File: config.mk
export PLATFORM = sky130hd
export DESIGN_NAME = external_pin_interrupt_unit
export DESIGN_NICKNAME = d
export VERILOG_FILES = /design/src/verilog/ext_irq_pkg.sv /design/src/verilog/pin_sync_change.sv /design/src/verilog/external_pin_interrupt_unit.sv
export VERILOG_INCLUDE_DIRS = /design/src /design/src/verilog
export SDC_FILE = /design/constraint.sdc
export NUM_CORES = 1
export LEC_CHECK = 0
export BUFFER_PORTS_ARGS = -buffer_cell sky130_fd_sc_hd__clkbuf_2
export CAP_MARGIN = 15
export CORE_ASPECT_RATIO = 0.5
export CORE_UTILIZATION = 25
export DETAILED_ROUTE_END_ITERATION = 10
export PLACE_DENSITY_LB_ADDON = 0.08
export SLEW_MARGIN = 10
export SYNTH_ARGS = -nofsm -noshare
export SYNTH_HDL_FRONTEND = slang
export SYNTH_SLANG_ARGS = --single-unit
File: constraint.sdc
create_clock -name SYS_CLK_I -period 1.5 [get_ports SYS_CLK_I]
set_clock_uncertainty 0.05 [all_clocks]
set_input_delay 0.075 -clock SYS_CLK_I [delete_from_list [all_inputs] [get_ports SYS_CLK_I]]
set_output_delay 0.075 -clock SYS_CLK_I [all_outputs]
set_load 0.01 [all_outputs]
File: src/verilog/ext_irq_consts.svh
// register map, field positions, reset values and sense codes of the pin interrupt unit
// assumes an 8-bit register port with the addresses below
// Summary of operation
// - two sense bits pick low, change, fall, rise
// - line request needs global flag and enable
// - line sampled by clock before edge detection
// - upper group change requests when enabled
// - lower group change requests when enabled
// - detection ignores pin direction
// - group change sets group flag bit
// - line edge sets line flag bit zero
// - flags clear on service or written one
// - line flag reads zero in low mode
// - upper mask bits gate pins fifteen to eight
// - lower mask bits gate pins seven to zero
// - pin change detection for all sixteen inputs
// - low level detection without edge logic
`ifndef EXT_IRQ_CONSTS_SVH
`define EXT_IRQ_CONSTS_SVH
`define EPI_ADDR_ENABLE 8'h3D
`define EPI_ADDR_FLAGS 8'h3C
`define EPI_ADDR_SENSE 8'h69
`define EPI_ADDR_LO_MASK 8'h6B
`define EPI_ADDR_HI_MASK 8'h6C
`define EPI_BIT_UPPER 7
`define EPI_BIT_LOWER 6
`define EPI_BIT_EXT 0
`define EPI_BIT_SENSE_HI 1
`define EPI_BIT_SENSE_LO 0
`define EPI_RESET_BYTE 8'h00
`define EPI_SENSE_LOW 2'h0
`define EPI_SENSE_ANY 2'h1
`define EPI_SENSE_FALL 2'h2
`define EPI_SENSE_RISE 2'h3
`define EPI_WARM_CYCLES 2'h3
`endif

File: src/verilog/ext_irq_pkg.sv
// types shared by the pin interrupt unit and its bench
// assumes nothing beyond a SystemVerilog compiler
package ext_irq_pkg;
  typedef struct packed {
    logic [7:0] addr;
    logic [7:0] wdata;
    logic wr;
    logic rd;
  } reg_req_s;
  typedef struct packed {
    logic upper;
    logic lower;
    logic ext;
  } irq_vec_s;
  typedef struct packed {
    logic upper_group_enable;
    logic lower_group_enable;
    logic ext_line_zero_en;
    logic [1:0] sense_sel;
    logic [7:0] low_group_pin_mask;
    logic [7:0] high_group_pin_mask;
    logic upper_group_flag;
    logic lower_group_flag;
    logic ext_line_flag;
    logic [7:0] rdata;
  } epi_state_s;
endpackage : ext_irq_pkg

File: src/verilog/pin_sync_change.sv
// two-flop synchroniser with registered level and change pulse per bit
// assumes asynchronous pins on the inputs; outputs are on SYS clock
`include "ext_irq_consts.svh"
module pin_sync_change #(
  parameter int W = 16
) (
  input wire logic clk_i,
  input wire logic arst_n_i,
  input wire logic [W-1:0] pin_i,
  output logic [W-1:0] lvl_o,
  output logic [W-1:0] chg_o
);
  import ext_irq_pkg::*;
  typedef struct packed {
    logic [W-1:0] meta;
    logic [W-1:0] sync;
    logic [W-1:0] last;
    logic [W-1:0] chg;
    logic [1:0] warm;
  } sync_state_s;
  sync_state_s q, d;
  always_comb begin
    d = q;
    d.meta = pin_i;
    d.sync = q.meta;
    d.last = q.sync;
    // no change reported until the chain holds real pin values
    d.chg = (q.warm == `EPI_WARM_CYCLES) ? (q.sync ^ q.last) : '0;
    if (q.warm != `EPI_WARM_CYCLES) begin
      d.warm = q.warm + 2'h1;
    end
  end
  always_ff @(posedge clk_i or negedge arst_n_i) begin
    if (!arst_n_i) begin
      q <= '0;
    end else begin
      q <= d;
    end
  end
  assign lvl_o = q.last;
  assign chg_o = q.chg;
endmodule : pin_sync_change

File: src/verilog/external_pin_interrupt_unit.sv
// external line and pin-change interrupt unit with its five registers
// assumes CPU on SYS_CLK_I; pins are asynchronous and synchronised here
`include "ext_irq_consts.svh"
module external_pin_interrupt_unit (
  input wire logic SYS_CLK_I,
  input wire logic ARST_N_I,
  input wire ext_irq_pkg::reg_req_s REG_REQ_I,
  output logic [7:0] REG_RDATA_O,
  input wire logic GLOBAL_IE_I,
  input wire logic EXT_LINE_ZERO_I,
  input wire logic [7:0] UPPER_CHANGE_INPUTS_I,
  input wire logic [7:0] LOWER_CHANGE_INPUTS_I,
  input wire ext_irq_pkg::irq_vec_s IRQ_ACK_I,
  output ext_irq_pkg::irq_vec_s IRQ_REQ_O
);
  import ext_irq_pkg::*;

  epi_state_s q, d;
  logic [15:0] grp_lvl;
  logic [15:0] grp_chg;
  logic ext_lvl;
  logic ext_chg;
  logic ext_rise;
  logic ext_fall;
  logic ext_set;
  logic upper_set;
  logic lower_set;
  logic low_mode;
  logic wr_flags;
  logic [7:0] enable_rd;
  logic [7:0] sense_rd;
  logic [7:0] flags_rd;

  function automatic logic hit(input reg_req_s r, input logic [7:0] a);
    hit = r.addr == a;
  endfunction : hit

  // the pins are read whatever their direction, so driving one as an
  // output gives software a way to raise its own request
  pin_sync_change #(
    .W(16)
  ) u_group_sync (
    .clk_i(SYS_CLK_I),
    .arst_n_i(ARST_N_I),
    .pin_i({UPPER_CHANGE_INPUTS_I, LOWER_CHANGE_INPUTS_I}),
    .lvl_o(grp_lvl),
    .chg_o(grp_chg)
  );

  pin_sync_change #(
    .W(1)
  ) u_line_sync (
    .clk_i(SYS_CLK_I),
    .arst_n_i(ARST_N_I),
    .pin_i(EXT_LINE_ZERO_I),
    .lvl_o(ext_lvl),
    .chg_o(ext_chg)
  );

  assign ext_rise = ext_chg & ext_lvl;
  assign ext_fall = ext_chg & ~ext_lvl;
  assign low_mode = q.sense_sel == `EPI_SENSE_LOW;

  always_comb begin
    unique case (q.sense_sel)
      `EPI_SENSE_ANY: ext_set = ext_chg;
      `EPI_SENSE_FALL: ext_set = ext_fall;
      `EPI_SENSE_RISE: ext_set = ext_rise;
      default: ext_set = 1'b0;
    endcase
  end

  // flags track masked changes even while the group is disabled
  assign upper_set = |(grp_chg[15:8] & q.high_group_pin_mask);
  assign lower_set = |(grp_chg[7:0] & q.low_group_pin_mask);
  assign wr_flags = REG_REQ_I.wr && hit(REG_REQ_I, `EPI_ADDR_FLAGS);

  always_comb begin
    enable_rd = `EPI_RESET_BYTE;
    enable_rd[`EPI_BIT_UPPER] = q.upper_group_enable;
    enable_rd[`EPI_BIT_LOWER] = q.lower_group_enable;
    enable_rd[`EPI_BIT_EXT] = q.ext_line_zero_en;
    sense_rd = `EPI_RESET_BYTE;
    sense_rd[`EPI_BIT_SENSE_HI] = q.sense_sel[1];
    sense_rd[`EPI_BIT_SENSE_LO] = q.sense_sel[0];
    flags_rd = `EPI_RESET_BYTE;
    flags_rd[`EPI_BIT_UPPER] = q.upper_group_flag;
    flags_rd[`EPI_BIT_LOWER] = q.lower_group_flag;
    flags_rd[`EPI_BIT_EXT] = q.ext_line_flag & ~low_mode;
  end

  always_comb begin
    d = q;
    // set wins over a clear in the same cycle
    d.upper_group_flag = (q.upper_group_flag
      & ~(IRQ_ACK_I.upper | (wr_flags & REG_REQ_I.wdata[`EPI_BIT_UPPER])))
      | upper_set;
    d.lower_group_flag = (q.lower_group_flag
      & ~(IRQ_ACK_I.lower | (wr_flags & REG_REQ_I.wdata[`EPI_BIT_LOWER])))
      | lower_set;
    d.ext_line_flag = (q.ext_line_flag
      & ~(IRQ_ACK_I.ext | (wr_flags & REG_REQ_I.wdata[`EPI_BIT_EXT])))
      | ext_set;
    if (REG_REQ_I.wr) begin
      if (hit(REG_REQ_I, `EPI_ADDR_ENABLE)) begin
        d.upper_group_enable = REG_REQ_I.wdata[`EPI_BIT_UPPER];
        d.lower_group_enable = REG_REQ_I.wdata[`EPI_BIT_LOWER];
        d.ext_line_zero_en = REG_REQ_I.wdata[`EPI_BIT_EXT];
      end
      if (hit(REG_REQ_I, `EPI_ADDR_SENSE)) begin
        d.sense_sel = {REG_REQ_I.wdata[`EPI_BIT_SENSE_HI], REG_REQ_I.wdata[`EPI_BIT_SENSE_LO]};
      end
      if (hit(REG_REQ_I, `EPI_ADDR_LO_MASK)) begin
        d.low_group_pin_mask = REG_REQ_I.wdata;
      end
      if (hit(REG_REQ_I, `EPI_ADDR_HI_MASK)) begin
        d.high_group_pin_mask = REG_REQ_I.wdata;
      end
    end
    // flag stays cleared in low-level mode
    if (d.sense_sel == `EPI_SENSE_LOW) begin
      d.ext_line_flag = 1'b0;
    end
    // read data stand for one cycle only; unmapped reads give zero
    d.rdata = `EPI_RESET_BYTE;
    if (REG_REQ_I.rd) begin
      unique case (REG_REQ_I.addr)
        `EPI_ADDR_ENABLE: d.rdata = enable_rd;
        `EPI_ADDR_SENSE: d.rdata = sense_rd;
        `EPI_ADDR_FLAGS: d.rdata = flags_rd;
        `EPI_ADDR_LO_MASK: d.rdata = q.low_group_pin_mask;
        `EPI_ADDR_HI_MASK: d.rdata = q.high_group_pin_mask;
        default: d.rdata = `EPI_RESET_BYTE;
      endcase
    end
  end

  always_ff @(posedge SYS_CLK_I or negedge ARST_N_I) begin
    if (!ARST_N_I) begin
      q <= '0;
    end else begin
      q <= d;
    end
  end

  assign REG_RDATA_O = q.rdata;

  // requests are levels; a pending flag waits for its gates to open
  assign IRQ_REQ_O.upper = GLOBAL_IE_I & q.upper_group_enable & q.upper_group_flag;
  assign IRQ_REQ_O.lower = GLOBAL_IE_I & q.lower_group_enable & q.lower_group_flag;
  // low level asks straight from the synchronised pin, no edge logic;
  // a pulse that ends before the CPU takes it is lost by design
  assign IRQ_REQ_O.ext = GLOBAL_IE_I & q.ext_line_zero_en
    & (low_mode ? ~ext_lvl : q.ext_line_flag);
endmodule : external_pin_interrupt_unit

==> metrics list <==
- Setup Crit Path Kind: reg -> out
- The internal portion of the total power is 4.51 mW.
- For this run, the slowest stage of the critical path takes 440 ps.
- Total area of sequential cells: 2610 um^2
- Once detail routing completed, the nets flagged for antenna violations numbered 0.
- TritonCTS created 9 clock buffers.
- Relative to the synthesized area, the layout overhead comes to 28.7%.
- TritonCTS built the clock tree.
- The layout has 1,495 filler cells.
* Final total negative setup slack: 0 ps
- The average instance in the mapped netlist occupies 14.7 um^2.
- During placement, the flow inserted port buffers numbering 51.
- Final period utilization: 98.9%
- After the last flow step, the layout net total stands at 391.
- After detailed routing, the number of remaining DRC violations is 0.
- The via count of the first global-routing pass is 2,369.
- Measured against its own limit, the worst slew margin works out to 66.8%.
- The signal on the critical path passes through o31ai_1 > and3_1 > clkbuf_2.
- Power share of the combinational group: 6.7%
- Clock buffer depth: 2
* Antenna violations before repair: 0
* Die Wd: 177 um
- In this run the critical register-to-register path is launched from q[27]$_DFF_PN0_.
- The total overflow left after global routing is 0.
- Hold Crit Class: in -> reg
* Capturing point of the worst reg2reg path: REG_RDATA_O[0]$_DFF_PN0_
- The analysis attributes to cell leakage a power of 2.27 nW.
- Number of nets in the synthesized netlist: 304
* Max Transition Viols Final: 0
- Detailed Routing Iterations Pass 1: 4
- Number of I/O pins: 52
- At the pin with the least slew margin, the transition time is 493 ps.
- Global routing used 10.8% of the available tracks across all layers.
* Clock Latency Late Sink: 350 ps
* Overall die area: 15,900 um^2
* Largest voltage drop on the vdd net: 0.508 mV
- Leading area contributor after synthesis: dfrtp_1
- Number of cells on the worst hold path: 3
- For this run, the register share of the synthesized area comes to 67.7%.
- Cell at the slowest stage of the critical path: dfrtp_2
- Of the post-synthesis cell area, the dominant cell type holds 67.7%.
- After floorplanning, the core was sized to cover 14,700 um^2.
- The first global-routing pass estimated 12,600 um of wire.
- Detailed-route vias per instance: 4.04
- Detailed Route WL: 7750 um
* Final critical-path setup slack: 16.1 ps
- Required arrival time at the worst endpoint: 1370 ps
- At the placement stage, the worst setup path has a slack of -7.02 ps.
* Result of the run: finished, final reports clean
* Synth area leaders: dfrtp_1 68%, mux2_2 7.3%, xor2_1 3.9%, and2_1 2.9%, a22oi_1 2.0%
* Fraction of synthesis flops using an asynchronous set or reset pin: 100%
- Number of enable flip-flop cells after synthesis: 0
- Post-CTS clock slew at the launch and capture registers of the worst setup and hold paths: 70 ps
- Net switching is 23.0% of the power.
- List of most frequent post-synthesis cells: 104 x dfrtp_1, 25 x mux2_2, 18 x and2_1
* Antenna cell count: 0
- The count of final hold-check violations was 0.
- Wirelength per Cell: 14.1 um
- The cell sitting at the root of the clock tree is a clkbuf_16.
- In this run the worst path has a maximum fanout of 6.
* Number of maximum-capacitance constraint violations: 0
- Worst r2r path cells: 5
- Synthesis-stage register bit count: 104
- Initial cell density of the core: 26.1%
- Power dissipated by switching net loads: 1.35 mW
- RSZ-0062 raised after global routing: yes
- Summing every instance area after synthesis gives 3840 um^2.
* Most frequently used flop master after synthesis: dfrtp_1
- The congestion estimate from routability-driven global placement came to 0.747.
* Shortest clock period the worst path allows after layout: 1480 ps
- Detailed routing inserted a total of 2,226 vias.
* Crit path launch: q[27]$_DFF_PN0_
* Area taken by multi-input logic gates: 1130 um^2
- The clock network burns 41.1% of the power.
- Dividing total power by cell area gives a power density of 1180 nW/um^2.
* Fraction of layout cells with a size suffix above 1: 33.4%
* Overall die height: 89.7 um
* Hold Path Origin: REG_REQ_I[0]
- Most frequent cell after synthesis: dfrtp_1
- The path with the worst hold slack has its endpoint at REG_RDATA_O[6]$_DFF_PN0_.
- Setup violations remaining at the end of the flow were counted as 0.
- Yosys warns: 0
- Level count of the clock H-tree: 3
- Number of sinks on the clock net: 104
- Max frequency: 674 MHz
- The detailed router finished its first iteration with 92 violations.
- In this run the core area contains 31 standard-cell rows.
* Library cells used by synthesis: 41
- After technology mapping, the gate count stands at 261.
- Element type at the critical path start: flip-flop
- Final HPWL from detailed placement: 5740 um
- Sequential cells burn 52.2% of the power.
- For the worst setup path, the data arrival time is 1360 ps.
- Post-layout total power: 5.85 mW
* Worst setup EP type: output pin
* Final core utilization: 33.6%
- Largest net degree at the start of global routing: 58
* R2R Setup Slk: 100 ps
==> cell usage in the layout, fill, tap and decap left out, drive strengths merged, types with 2 or more instances in the layout <==
| cell type | n |
|---|---|
| and2 | 18 |
| xor2 | 17 |
| and3 | 4 |
| nand2b | 5 |
| inv | 8 |
| nor3 | 4 |
| a221oi | 3 |
| mux2 | 25 |
| buf | 14 |
| a21oi | 4 |
| dfrtp | 104 |
| a22o | 3 |
| dlygate4sd3 | 27 |
| nand4 | 3 |
| a22oi | 10 |
| clkbuf | 59 |
| o21ai | 5 |
| clkinv | 2 |
| ha | 2 |
| nor3b | 2 |
| nor4bb | 2 |
| a211o | 3 |
| nand2 | 9 |
| nor2 | 6 |
| xnor2 | 3 |
==> flip-flops by register name, indices dropped and copies added, names as in the netlist <==
register,flops
u_line_sync.chg_o,1
u_group_sync.d,32
u_line_sync.q,2
REG_RDATA_O,8
u_group_sync.lvl_o,16
u_group_sync.chg_o,16
u_group_sync.q,2
flags_rd,2
u_line_sync.d,2
q,19
enable_rd,3
u_line_sync.lvl_o,1
==> worst max-delay path, delay by kind of cell (launching register included) <==
kind | cells | cell delay, ps
compound gates | 1 | 250
buf+inv | 1 | 130
flops | 1 | 440
simple gates | 1 | 190
==> per-stage QoR <==
step	hold WS, ps	instance area, um^2	cells
after global placement	-92.1	4330	504
after detailed placement	-94.2	4330	504
after CTS	1.29	4910	546
final	17.6	4950	551
after floorplan	-271	3840	261
after global routing	28.2	4950	551
==> layer usage <==
| layer | part of all wire, % | GRT usage (%) |
|---|---|---|
| met3 | 4.6 | 3.70 |
| met2 | 44 | 16.4 |
| met5 | 0 | 0 |
| met4 | 1.6 | 3.89 |
| met1 | 50 | 14.4 |
==> kinds of logic after synthesis <==
family,Yosys count,share of synthesized area [%]
flip-flops,104,67.7
AND/OR/NAND/NOR,61,11.0
AO/OA/AOI/OAI,30,5.73
multiplexers,25,7.32
XOR/XNOR,20,4.56
buffers and inverters,19,3.03
adder cells (fa/ha/maj),2,0.651
==> how the worst max path moves through the flow <==
stage / endpoint / slack (ps)
global route: IRQ_REQ_O[0] / -70
detailed placement: REG_RDATA_O[1]$_DFF_PN0_ / -7
finish: IRQ_REQ_O[0] / 20
global placement: enable_rd[0]$_DFFE_PN0P_ / 20
CTS: IRQ_REQ_O[0] / 1
floorplan: enable_rd[0]$_DFFE_PN0P_ / 160
==> layout make-up <==
cell class | instances | area share (%)
inverter | 4 | 0.303
timing repair buffer | 91 | 12.9
clock inverter | 7 | 1.74
sequential | 104 | 52.6
clock buffer | 9 | 4.55
multi-input combinational | 138 | 22.9
tap | 198 | 5.01
==> power groups by stage <==
stage / sequential (mW) / clock [mW] / combinational (mW)
2_1_floorplan: 3.07 / 0 / 0.167
4_1_cts: 3.06 / 2.51 / 0.398
5_1_grt: 3.07 / 2.63 / 0.447
3_3_place_gp: 3.11 / 0 / 0.336
6_report: 3.05 / 2.40 / 0.395
3_5_place_dp: 3.11 / 0 / 0.345
==> what timing repair did <==
action	CTS	global route
pin swaps	0	1
setup endpoints to repair	1	2
buffers inserted	0	4
hold endpoints to repair	139	1
resized for setup	3	2
hold buffers	26	1
No activity file was read; power rests on OpenSTA's default activity.
